File: src/logic/ssmrs_cfg.svh
`ifndef SSMRS_CFG_SVH
`define SSMRS_CFG_SVH

// ***************************************************************
// register offsets (byte addresses, one 32-bit word each)
// ***************************************************************
`define SSMRS_OFS_BAUD 8'h00
`define SSMRS_OFS_RXDATA 8'h04
`define SSMRS_OFS_RXSTAT 8'h08
`define SSMRS_OFS_DIVL 8'h0C
`define SSMRS_OFS_DIVH 8'h10
`define SSMRS_OFS_TXDATA 8'h14
`define SSMRS_OFS_TXSTAT 8'h18
`define SSMRS_OFS_IRQEN 8'h1C
`define SSMRS_OFS_FLAGS 8'h20

// ***************************************************************
// field positions
// ***************************************************************
`define SSMRS_B_RXIDLE 6
`define SSMRS_B_CKPOL 4
`define SSMRS_B_WIDEDIV 3
`define SSMRS_B_PORTEN 7
`define SSMRS_B_RX9SEL 6
`define SSMRS_B_SINGLE 5
`define SSMRS_B_CONT 4
`define SSMRS_B_OVERRUN 1
`define SSMRS_B_RX9BIT 0
`define SSMRS_B_CKMASTER 7
`define SSMRS_B_TX9SEL 6
`define SSMRS_B_TRANSMIT_ENABLE 5
`define SSMRS_B_SYNCSEL 4
`define SSMRS_B_HIRATE 2
`define SSMRS_B_TXIDLE 1
`define SSMRS_B_TX9BIT 0
`define SSMRS_B_RECEIVE_INTERRUPT_ENABLE 0
`define SSMRS_B_TRANSMIT_INTERRUPT_ENABLE 1
`define SSMRS_B_PERIPHERAL_INTERRUPT_ENABLE 2
`define SSMRS_B_GIE 3
`define SSMRS_B_RECEIVE_COMPLETE_FLAG 0
`define SSMRS_B_TRANSMIT_BUFFER_EMPTY_FLAG 1

// ***************************************************************
// reset values and counts
// ***************************************************************
`define SSMRS_BYTE_RST 8'h00
`define SSMRS_WORD_PAD 24'h00_0000
`define SSMRS_IEN_RST 4'h0
`define SSMRS_DIV_ZERO 16'h0000
`define SSMRS_DIV_ONE 16'h0001
`define SSMRS_LAST8 4'h7
`define SSMRS_LAST9 4'h8
`define SSMRS_CNT_ZERO 4'h0
`define SSMRS_CNT_ONE 4'h1
`define SSMRS_FIFO_FULL 2'h2
`define SSMRS_FIFO_EMPTY 2'h0

`endif

File: src/logic/ssmrs_pkg.sv
`default_nettype none
package ssmrs_pkg;

    // ***************************************************************
    // pin bundle, received character, receiver state
    // ***************************************************************
    typedef struct packed {
        logic ck;
        logic dt;
    } ssmrs_pin_t;

    typedef struct packed {
        logic ninth;
        logic [7:0] data;
    } ssmrs_char_t;

    typedef enum logic {
        RX_IDLE,
        RX_SHIFT
    } ssmrs_rx_st_t;

endpackage : ssmrs_pkg
`default_nettype wire

File: src/logic/ssmrs_sync.sv
`timescale 1ns/10ps
`default_nettype none
module ssmrs_sync #(
    parameter int W = 1
) (
    // clock and reset
    input wire logic clk,
    input wire logic sys_rst,
    // levels
    input wire logic [W-1:0] d,
    output var logic [W-1:0] q
);
    logic [W-1:0] meta_q;

    // ***************************************************************
    // two-stage synchroniser
    // ***************************************************************
    always_ff @(posedge clk or posedge sys_rst) begin
        if (sys_rst) begin
            meta_q <= '0;
            q <= '0;
        end else begin
            meta_q <= d;
            q <= meta_q;
        end
    end
endmodule : ssmrs_sync
`default_nettype wire

File: src/logic/ssmrs_top.sv
`timescale 1ns/10ps
`default_nettype none
`include "ssmrs_cfg.svh"
// Contract
// - master single or continuous receive on enable
// - receive flag set per character, interrupt enabled
// - ninth bit and overrun in status register
// - data read returns oldest character low byte
// - overrun cleared by continuous off or disable
// - slave when sync, not master, port enabled
// - slave transmits when both receive enables clear
// - second word waits, transmit flag stays clear
// - reload shifter and set transmit flag in one cycle
// - transmit flag wakes; global enable vectors
// - slave receive always continuous, single acts as continuous
// - slave receive works on external clock, wakes
// - slave takes external clock, own driver off
// - two-deep buffer, third sets overrun, stops
// - change on leading edge, sample trailing; polarity
module ssmrs_top (
    // clock and reset
    input wire logic clk,
    input wire logic sys_rst,
    // apb slave
    input wire logic psel,
    input wire logic penable,
    input wire logic pwrite,
    input wire logic [7:0] paddr,
    input wire logic [31:0] pwdata,
    output var logic [31:0] prdata,
    output var logic pready,
    output var logic pslverr,
    // serial pins
    input wire ssmrs_pkg::ssmrs_pin_t pin_in,
    output var ssmrs_pkg::ssmrs_pin_t pin_out,
    output var ssmrs_pkg::ssmrs_pin_t pin_oe,
    // processor events
    output var logic wake_request,
    output var logic interrupt_request
);
    import ssmrs_pkg::*;

    logic clock_master_select_q, tx9_q, transmit_enable_q, sync_q, high_rate_select_q, transmit_ninth_bit_q;
    logic port_enable_q, rx9_q, single_receive_enable_q, continuous_receive_enable_q, clock_polarity_select_q, wide_divisor_select_q;
    logic [7:0] divl_q, divh_q;
    logic [3:0] ien_q;
    logic [15:0] div_w, brg_cnt_q;
    logic phase_q, ck_d_q, ovr_q;
    ssmrs_pin_t pin_s;
    ssmrs_rx_st_t rx_st_q;
    logic [3:0] rx_cnt_q, tx_cnt_q, rx_last, tx_last;
    logic [8:0] rsr_q, rx_word, tbuf_q, tsr_q;
    ssmrs_char_t fifo_q [2];
    ssmrs_char_t head;
    logic [1:0] fcnt_q;
    logic rp_q, tbuf_full_q, tx_busy_q, dt_q;
    logic [7:0] rd;
    logic hit;

    // ***************************************************************
    // decode and modes
    // ***************************************************************
    logic access, wr_done, rd_done, wr_rxstat, tx_wr;
    logic [7:0] wbyte;
    assign access = psel & penable;
    assign wr_done = access & pready & pwrite;
    assign rd_done = access & pready & ~pwrite;
    assign wbyte = pwdata[7:0];
    assign wr_rxstat = wr_done & (paddr == `SSMRS_OFS_RXSTAT);
    assign tx_wr = wr_done & (paddr == `SSMRS_OFS_TXDATA);

    logic master_mode, slave_mode, rx_on, rx_act, cont_rx, slave_tx;
    assign master_mode = port_enable_q & sync_q & clock_master_select_q;
    assign slave_mode = port_enable_q & sync_q & ~clock_master_select_q;
    assign rx_on = (master_mode | slave_mode) & (single_receive_enable_q | continuous_receive_enable_q);
    assign slave_tx = slave_mode & ~(single_receive_enable_q | continuous_receive_enable_q) & transmit_enable_q;
    assign rx_act = rx_on & ~ovr_q;
    assign cont_rx = continuous_receive_enable_q | slave_mode;

    // ***************************************************************
    // pin synchroniser and shift clock edges
    // ***************************************************************
    ssmrs_sync #(.W(2)) u_sync (
        .clk(clk),
        .sys_rst(sys_rst),
        .d(pin_in),
        .q(pin_s)
    );

    always_ff @(posedge clk or posedge sys_rst) begin
        if (sys_rst) begin
            ck_d_q <= 1'b0;
        end else begin
            ck_d_q <= pin_s.ck;
        end
    end

    // master clock generator, half period of divisor plus one
    assign div_w = wide_divisor_select_q ? {divh_q, divl_q} : {8'h00, divl_q};
    always_ff @(posedge clk or posedge sys_rst) begin
        if (sys_rst) begin
            brg_cnt_q <= `SSMRS_DIV_ZERO;
            phase_q <= 1'b0;
        end else if (!(master_mode && rx_act)) begin
            brg_cnt_q <= div_w;
            phase_q <= 1'b0;
        end else if (brg_cnt_q == `SSMRS_DIV_ZERO) begin
            brg_cnt_q <= div_w;
            phase_q <= ~phase_q;
        end else begin
            brg_cnt_q <= brg_cnt_q - `SSMRS_DIV_ONE;
        end
    end

    logic tick, lvl, lvl_d, lead, trail;
    assign tick = master_mode & rx_act & (brg_cnt_q == `SSMRS_DIV_ZERO);
    assign lvl = pin_s.ck ^ clock_polarity_select_q;
    assign lvl_d = ck_d_q ^ clock_polarity_select_q;
    assign lead = master_mode ? (tick & ~phase_q)
                              : (slave_mode & lvl & ~lvl_d);
    assign trail = master_mode ? (tick & phase_q)
                               : (slave_mode & ~lvl & lvl_d);

    // ***************************************************************
    // receive shifter
    // ***************************************************************
    assign rx_last = rx9_q ? `SSMRS_LAST9 : `SSMRS_LAST8;
    always_comb begin
        rx_word = rsr_q;
        rx_word[rx_cnt_q] = pin_s.dt;
        if (!rx9_q) begin
            rx_word[8] = 1'b0;
        end
    end

    logic rx_done, pop, push, ovf;
    assign rx_done = rx_act & trail & (rx_cnt_q == rx_last);
    assign pop = rd_done & (paddr == `SSMRS_OFS_RXDATA)
               & (fcnt_q != `SSMRS_FIFO_EMPTY);
    assign push = rx_done & ((fcnt_q != `SSMRS_FIFO_FULL) | pop);
    assign ovf = rx_done & ~push;

    always_ff @(posedge clk or posedge sys_rst) begin
        if (sys_rst) begin
            rx_st_q <= RX_IDLE;
            rx_cnt_q <= `SSMRS_CNT_ZERO;
            rsr_q <= 9'h000;
        end else if (!rx_act) begin
            rx_st_q <= RX_IDLE;
            rx_cnt_q <= `SSMRS_CNT_ZERO;
        end else if (trail) begin
            rsr_q <= rx_word;
            if (rx_cnt_q == rx_last) begin
                rx_st_q <= RX_IDLE;
                rx_cnt_q <= `SSMRS_CNT_ZERO;
            end else begin
                rx_st_q <= RX_SHIFT;
                rx_cnt_q <= rx_cnt_q + `SSMRS_CNT_ONE;
            end
        end else if (lead) begin
            rx_st_q <= RX_SHIFT;
        end
    end

    // ***************************************************************
    // two-entry receive buffer and overrun
    // ***************************************************************
    always_ff @(posedge clk or posedge sys_rst) begin
        if (sys_rst) begin
            fifo_q[0] <= '0;
            fifo_q[1] <= '0;
        end else if (push) begin
            fifo_q[rp_q ^ fcnt_q[0]] <= rx_word;
        end
    end
    assign head = fifo_q[rp_q];

    always_ff @(posedge clk or posedge sys_rst) begin
        if (sys_rst) begin
            fcnt_q <= `SSMRS_FIFO_EMPTY;
            rp_q <= 1'b0;
        end else if (!port_enable_q) begin
            fcnt_q <= `SSMRS_FIFO_EMPTY;
            rp_q <= 1'b0;
        end else begin
            if (pop) begin
                rp_q <= ~rp_q;
            end
            if (push && !pop) begin
                fcnt_q <= fcnt_q + 2'h1;
            end else if (pop && !push) begin
                fcnt_q <= fcnt_q - 2'h1;
            end
        end
    end

    always_ff @(posedge clk or posedge sys_rst) begin
        if (sys_rst) begin
            ovr_q <= 1'b0;
        end else if (ovf) begin
            ovr_q <= 1'b1;
        end else if (!port_enable_q || (~cont_rx && pop)
                     || (wr_rxstat && continuous_receive_enable_q
                         && !wbyte[`SSMRS_B_CONT])) begin
            ovr_q <= 1'b0;
        end
    end

    // ***************************************************************
    // slave transmit buffer and shifter
    // ***************************************************************
    logic tx_move, tx_fin;
    assign tx_last = tx9_q ? `SSMRS_LAST9 : `SSMRS_LAST8;
    assign tx_move = tbuf_full_q & ~tx_busy_q & slave_tx;
    assign tx_fin = tx_busy_q & trail & (tx_cnt_q == tx_last);

    always_ff @(posedge clk or posedge sys_rst) begin
        if (sys_rst) begin
            tbuf_q <= 9'h000;
            tbuf_full_q <= 1'b0;
        end else if (!port_enable_q) begin
            tbuf_full_q <= 1'b0;
        end else if (tx_wr) begin
            tbuf_q <= {transmit_ninth_bit_q, wbyte};
            tbuf_full_q <= 1'b1;
        end else if (tx_move) begin
            tbuf_full_q <= 1'b0;
        end
    end

    always_ff @(posedge clk or posedge sys_rst) begin
        if (sys_rst) begin
            tsr_q <= 9'h000;
            tx_busy_q <= 1'b0;
            tx_cnt_q <= `SSMRS_CNT_ZERO;
            dt_q <= 1'b0;
        end else if (!slave_tx) begin
            tx_busy_q <= 1'b0;
            tx_cnt_q <= `SSMRS_CNT_ZERO;
            dt_q <= 1'b0;
        end else if (tx_move) begin
            tsr_q <= tbuf_q;
            tx_busy_q <= 1'b1;
            tx_cnt_q <= `SSMRS_CNT_ZERO;
        end else if (tx_busy_q && lead) begin
            dt_q <= tsr_q[tx_cnt_q];
        end else if (tx_busy_q && trail) begin
            if (tx_fin) begin
                tx_busy_q <= 1'b0;
                tx_cnt_q <= `SSMRS_CNT_ZERO;
            end else begin
                tx_cnt_q <= tx_cnt_q + `SSMRS_CNT_ONE;
            end
        end
    end

    // ***************************************************************
    // control registers
    // ***************************************************************
    always_ff @(posedge clk or posedge sys_rst) begin
        if (sys_rst) begin
            {clock_master_select_q, tx9_q, transmit_enable_q, sync_q, high_rate_select_q, transmit_ninth_bit_q} <= 6'h00;
            {port_enable_q, rx9_q, single_receive_enable_q, continuous_receive_enable_q} <= 4'h0;
            {clock_polarity_select_q, wide_divisor_select_q} <= 2'h0;
            divl_q <= `SSMRS_BYTE_RST;
            divh_q <= `SSMRS_BYTE_RST;
            ien_q <= `SSMRS_IEN_RST;
        end else begin
            if (rx_done && !cont_rx) begin
                single_receive_enable_q <= 1'b0;
            end
            if (wr_done) begin
                case (paddr)
                    `SSMRS_OFS_BAUD: begin
                        clock_polarity_select_q <= wbyte[`SSMRS_B_CKPOL];
                        wide_divisor_select_q <= wbyte[`SSMRS_B_WIDEDIV];
                    end
                    `SSMRS_OFS_RXSTAT: begin
                        port_enable_q <= wbyte[`SSMRS_B_PORTEN];
                        rx9_q <= wbyte[`SSMRS_B_RX9SEL];
                        single_receive_enable_q <= wbyte[`SSMRS_B_SINGLE];
                        continuous_receive_enable_q <= wbyte[`SSMRS_B_CONT];
                    end
                    `SSMRS_OFS_DIVL: divl_q <= wbyte;
                    `SSMRS_OFS_DIVH: divh_q <= wbyte;
                    `SSMRS_OFS_TXSTAT: begin
                        clock_master_select_q <= wbyte[`SSMRS_B_CKMASTER];
                        tx9_q <= wbyte[`SSMRS_B_TX9SEL];
                        transmit_enable_q <= wbyte[`SSMRS_B_TRANSMIT_ENABLE];
                        sync_q <= wbyte[`SSMRS_B_SYNCSEL];
                        high_rate_select_q <= wbyte[`SSMRS_B_HIRATE];
                        transmit_ninth_bit_q <= wbyte[`SSMRS_B_TX9BIT];
                    end
                    `SSMRS_OFS_IRQEN: ien_q <= wbyte[3:0];
                    default: ;
                endcase
            end
        end
    end

    // ***************************************************************
    // read mux and apb answer
    // ***************************************************************
    logic receive_complete_flag, transmit_buffer_empty_flag;
    assign receive_complete_flag = fcnt_q != `SSMRS_FIFO_EMPTY;
    assign transmit_buffer_empty_flag = ~tbuf_full_q;

    always_comb begin
        rd = `SSMRS_BYTE_RST;
        hit = 1'b1;
        case (paddr)
            `SSMRS_OFS_BAUD: begin
                rd[`SSMRS_B_RXIDLE] = rx_st_q == RX_IDLE;
                rd[`SSMRS_B_CKPOL] = clock_polarity_select_q;
                rd[`SSMRS_B_WIDEDIV] = wide_divisor_select_q;
            end
            `SSMRS_OFS_RXDATA: rd = head.data;
            `SSMRS_OFS_RXSTAT: begin
                rd[`SSMRS_B_PORTEN] = port_enable_q;
                rd[`SSMRS_B_RX9SEL] = rx9_q;
                rd[`SSMRS_B_SINGLE] = single_receive_enable_q;
                rd[`SSMRS_B_CONT] = continuous_receive_enable_q;
                rd[`SSMRS_B_OVERRUN] = ovr_q;
                rd[`SSMRS_B_RX9BIT] = head.ninth;
            end
            `SSMRS_OFS_DIVL: rd = divl_q;
            `SSMRS_OFS_DIVH: rd = divh_q;
            `SSMRS_OFS_TXDATA: rd = `SSMRS_BYTE_RST;
            `SSMRS_OFS_TXSTAT: begin
                rd[`SSMRS_B_CKMASTER] = clock_master_select_q;
                rd[`SSMRS_B_TX9SEL] = tx9_q;
                rd[`SSMRS_B_TRANSMIT_ENABLE] = transmit_enable_q;
                rd[`SSMRS_B_SYNCSEL] = sync_q;
                rd[`SSMRS_B_HIRATE] = high_rate_select_q;
                rd[`SSMRS_B_TXIDLE] = ~tx_busy_q;
                rd[`SSMRS_B_TX9BIT] = transmit_ninth_bit_q;
            end
            `SSMRS_OFS_IRQEN: rd[3:0] = ien_q;
            `SSMRS_OFS_FLAGS: begin
                rd[`SSMRS_B_RECEIVE_COMPLETE_FLAG] = receive_complete_flag;
                rd[`SSMRS_B_TRANSMIT_BUFFER_EMPTY_FLAG] = transmit_buffer_empty_flag;
            end
            default: hit = 1'b0;
        endcase
    end

    always_ff @(posedge clk or posedge sys_rst) begin
        if (sys_rst) begin
            prdata <= 32'h0000_0000;
            pready <= 1'b0;
            pslverr <= 1'b0;
        end else if (access && !pready) begin
            prdata <= {`SSMRS_WORD_PAD, rd};
            pready <= 1'b1;
            pslverr <= ~hit;
        end else begin
            pready <= 1'b0;
            pslverr <= 1'b0;
        end
    end

    // ***************************************************************
    // pins and processor events
    // ***************************************************************
    logic ev;
    assign ev = (receive_complete_flag & ien_q[`SSMRS_B_RECEIVE_INTERRUPT_ENABLE])
              | (transmit_buffer_empty_flag & ien_q[`SSMRS_B_TRANSMIT_INTERRUPT_ENABLE]);

    always_ff @(posedge clk or posedge sys_rst) begin
        if (sys_rst) begin
            pin_out <= '0;
            pin_oe <= '0;
            wake_request <= 1'b0;
            interrupt_request <= 1'b0;
        end else begin
            pin_out.ck <= clock_polarity_select_q ^ phase_q;
            pin_out.dt <= dt_q;
            pin_oe.ck <= master_mode;
            pin_oe.dt <= slave_tx;
            wake_request <= ev & ien_q[`SSMRS_B_PERIPHERAL_INTERRUPT_ENABLE];
            interrupt_request <= ev & ien_q[`SSMRS_B_PERIPHERAL_INTERRUPT_ENABLE]
                               & ien_q[`SSMRS_B_GIE];
        end
    end
endmodule : ssmrs_top
`default_nettype wire

File: config.mk
export PLATFORM = sky130hd
export DESIGN_NAME = ssmrs_top
export DESIGN_NICKNAME = d
export VERILOG_FILES = /design/src/logic/ssmrs_pkg.sv /design/src/logic/ssmrs_sync.sv /design/src/logic/ssmrs_top.sv
export VERILOG_INCLUDE_DIRS = /design/src /design/src/logic
export SDC_FILE = /design/constraint.sdc
export NUM_CORES = 1
export LEC_CHECK = 0
export BUFFER_PORTS_ARGS = -buffer_cell sky130_fd_sc_hd__buf_2
export CORE_MARGIN = 4
export CORE_UTILIZATION = 60
export DETAILED_ROUTE_END_ITERATION = 8
export MAX_ROUTING_LAYER = met4
export PLACE_DENSITY = 0.83
export SLEW_MARGIN = 10
export SYNTH_ARGS = -nofsm -noshare
export SYNTH_HDL_FRONTEND = slang
export SYNTH_HIERARCHICAL = 1
export SYNTH_SLANG_ARGS = --single-unit
File: constraint.sdc
create_clock -name clk -period 9 [get_ports clk]
set_input_delay 0.9 -clock clk [delete_from_list [all_inputs] [get_ports clk]]
set_output_delay 0.9 -clock clk [all_outputs]
set_load 0.05 [all_outputs]
==> summary.txt <==
Status
  • Status: complete, no violations

Synth
  • Unique cell type count in the Yosys netlist: 72
  • Sequential share of the synthesized area: 48.58%
  • Async SR Flop Fraction: 100.0%
  • Syn Inst Count: 600
  • Synthesized cell area: 0.006748 mm2
  • Yosys warnings: 6
  • Synth Area per Inst: 11.25 um2
  • Synth Register Bits: 131
  • Top_reg_cell synth: dfrtp_1
  • Number of synthesized flops with an enable pin: 0

Critical path
  • Worst-path fanout max: 12
  • Arr. time, crit path: 3230 ps
  • Worst EP required: 9310 ps
  • WS Path Type: in -> reg
  • Worst Path Buf+Inv: 1
  • R2r worst-path depth: 7
  • Worst reg2reg path endpoint: fifo_q[13]
  • Worst Setup SP: paddr[4]
  • CP Launch Type: primary input
  • Worst path cell trace: buf_2 > or4b_2 > nor2_1 > nand3_1 > mux2_2
  • FF-to-FF setup slack: 6330 ps
  • Crit path depth: 5
  • R2R Path Start: brg_cnt_q[0]
  • Critical Path Slowest Stage Cell: or4b_2
  • Setup crit end: transmit_ninth_bit_q
  • Worst path top cell family by delay: simple AND/OR/NAND/NOR gates
  • Critical Path Max Stage Delay: 680 ps
  • Nature of the critical path endpoint: register

Floorplanning
  • Initial Util: 61.70%
  • Cell Rows: 38
  • Core Footprint: 0.01094 mm2
  • I/O pin count: 87
  • Chip Width: 114.1 um
  • DIE AREA: 0.01301 mm2
  • Chip Height: 114.1 um

Placement
  • Dpl hpwl: 11800 um
  • RePlAce Congestion: 0.9662
  • # port buffers: 38

STA
  • RSZ-0062 raised after global routing: false
  • Slew headroom: 25.70%
  • Final hold violations: 0
  • Slew Viols, Final: 0
  • Setup TNS: 0 ps
  • Fmax achieved: 0.3420 GHz
  • Minimum clock period: 2924 ps
  • Fin crit share: 32.49%
  • # setup viols final: 0
  • Worst Skew: 5.852 ps
  • Worst-Margin Slew: 1106 ps

Global route
  • Aggregate global-route resource usage: 27.77%
  • Vias in the first global route: 4990
  • Initial antenna violation count: 1
  • Largest net degree at the start of global routing: 71
  • Global-route wire length before repair: 26770 um
  • GR Overflow Total: 0

Hold path
  • Worst hold path type: reg -> reg
  • Hold depth: 0

CTS
  • CTS H-tree lvls: 4
  • Post-CTS Setup Inserts: 0
  • Clock sink count: 131
  • Clk slew on worst S/H paths: 60 ps
  • Worst-skew pair later-pin latency: 420 ps
  • CTS tree: built
  • Hold_buf cts: 0
  • Longest Clk Path Bufs: 2
  • Root Buffer: clkbuf_16
  • TritonCTS buffer count: 17
  • # resized after CTS: 0

Power
  • Clock network fraction of total power: 48.1%
  • Worst vdd ir: 0.0001215 V
  • P_int: 0.0009960 W
  • Sequential power share: 45.5%
  • Combinational power share: 6.4%
  • NetSw: 0.0003261 W
  • Net Sw Frac: 24.66%
  • Standby leakage power: 3.635 nW
  • PwrDens: 176.3 mW/mm2

Routing
  • Number of routed nets with antenna violations: 0
  • Final wirelength: 16660 um
  • Starting DRT DRC Count: 450
  • Vias per inst: 6.331
  • Drt first pass iters: 5
  • Residual DRC: 0
  • Vias: 5014
  • WL/cell: 21.04 um

Layout
  • Layout area overhead: 11.11%
  • Nets@finish: 692
  • Layout cells sized above 1: 27.65%
  • Post-Route Utilization: 68.56%

Job
  • Number of max-cap violations: 0
[logic make-up (layout without fill, tap and decap cells)]
kind of cell             count (synthesis)  after routing  share of synthesized area [%]
other                                    1             25                        0.05557
XOR/XNOR                                17             17                          2.207
buffers and inverters                   63             91                          5.062
flip-flops                             131            131                          48.58
adder cells (fa/ha/maj)                  7              7                          1.298
AND/OR/NAND/NOR                        174            174                          14.91
multiplexers                            99             99                          17.23
AO/OA/AOI/OAI                          108            108                          10.66
[flip-flops by register name, indices dropped and copies added, names as in the netlist, 2 cells and up]
name           count
brg_cnt_q         16
divh_q             8
divl_q             8
fcnt_q             2
fifo_q            18
ien_q              4
pin_oe             2
pin_out            2
prdata             8
rsr_q              9
rx_cnt_q           4
tbuf_q             9
tsr_q              9
tx_cnt_q           4
u_sync/meta_q      2
u_sync/q           2
[cells in the final DEF, fill, tap and decap left out, drive strengths merged, types with 8 or more instances in the layout]
| cell type | instances |
|---|---|
| dfrtp | 131 |
| nand3 | 27 |
| inv | 16 |
| mux2 | 90 |
| a32oi | 9 |
| xor2 | 10 |
| conb | 24 |
| nor2 | 28 |
| a21oi | 20 |
| buf | 42 |
| nand2 | 42 |
| clkbuf | 23 |
| nor3 | 12 |
| a31oi | 9 |
| nor4 | 8 |
| o21ai | 30 |
[area by class of cell]
type                    instances  area [um2]
fillers                       795        3438
clock inverters                 9       82.58
flip-flops and latches        131        3278
inverters                      17       66.31
multi-input cells             429        3214
clock buffers                  23       457.9
diodes                          1       2.502
repair buffers                 42       220.2
well taps                     140       175.2
[per-layer routing]
layer | up-vias | share of wire [%] | GRT usage, %
met5 | - | 0 | -
met4 | 0 | 3.0 | 10.85
met3 | 40 | 6.7 | 7.611
met2 | 191 | 49 | 43.21
met1 | 2539 | 41 | 34.82
li1 | 2244 | - | -
[worst min-delay path by stage]
stage                          start     endpoint
finish              u_sync/meta_q[0]  u_sync/q[0]
global route        u_sync/meta_q[0]  u_sync/q[0]
CTS                 u_sync/meta_q[0]  u_sync/q[0]
detailed placement  u_sync/meta_q[1]  u_sync/q[1]
global placement    u_sync/meta_q[0]  u_sync/q[0]
floorplan           u_sync/meta_q[0]  u_sync/q[0]
[stage by stage]
stage / total power (W) / std cells / hold slack, ps / worst slack, ps / instance area (um2)
detailed placement: 0.0006958 / 759 / 338.6 / 5706 / 6954
global route: 0.001362 / 792 / 356.0 / 6002 / 7497
finish: 0.001322 / 792 / 351.2 / 6076 / 7497
CTS: 0.001328 / 791 / 353.5 / 6157 / 7495
floorplan: 0.0006790 / 623 / 331.2 / 4716 / 6834
global placement: 0.0006940 / 759 / 335.2 / 5701 / 6954
[synth_stat cells, drive strengths merged, types with 3 or more instances]
cell type,count,area [um2]
and2,3,20.02
inv,16,60.06
nand4,4,31.28
a32oi,9,78.83
xnor2,7,61.31
buf,33,229.0
clkbuf,13,48.80
a21o,3,22.52
nor2,28,105.1
nor4b,3,26.28
a31oi,9,56.30
nor4,8,107.6
nand2b,6,37.54
and3,5,31.28
or4,4,35.03
nor3,12,65.06
or4b,3,30.03
xor2,10,87.58
ha,7,87.58
a211oi,3,22.52
nor3b,6,45.04
mux2,90,1047
nor2b,4,25.02
a21oi,20,100.1
nand3b,6,45.04
o22ai,3,18.77
nand2,42,157.7
mux2i,7,70.07
dfrtp,131,3278
o21ai,30,150.1
o211ai,3,22.52
or3,4,25.02
nand3,27,135.1
[power by group through the flow]
stage	registers, W	logic, W	clock network [W]
floorplan	0.000621	0.0000583	0
global placement	0.000611	0.0000831	0
detailed placement	0.000611	0.0000846	0
CTS	0.000601	0.0000848	0.000642
global route	0.000602	0.0000911	0.000669
finish	0.000601	0.0000850	0.000636
Power figures use the tool's default switching activity.
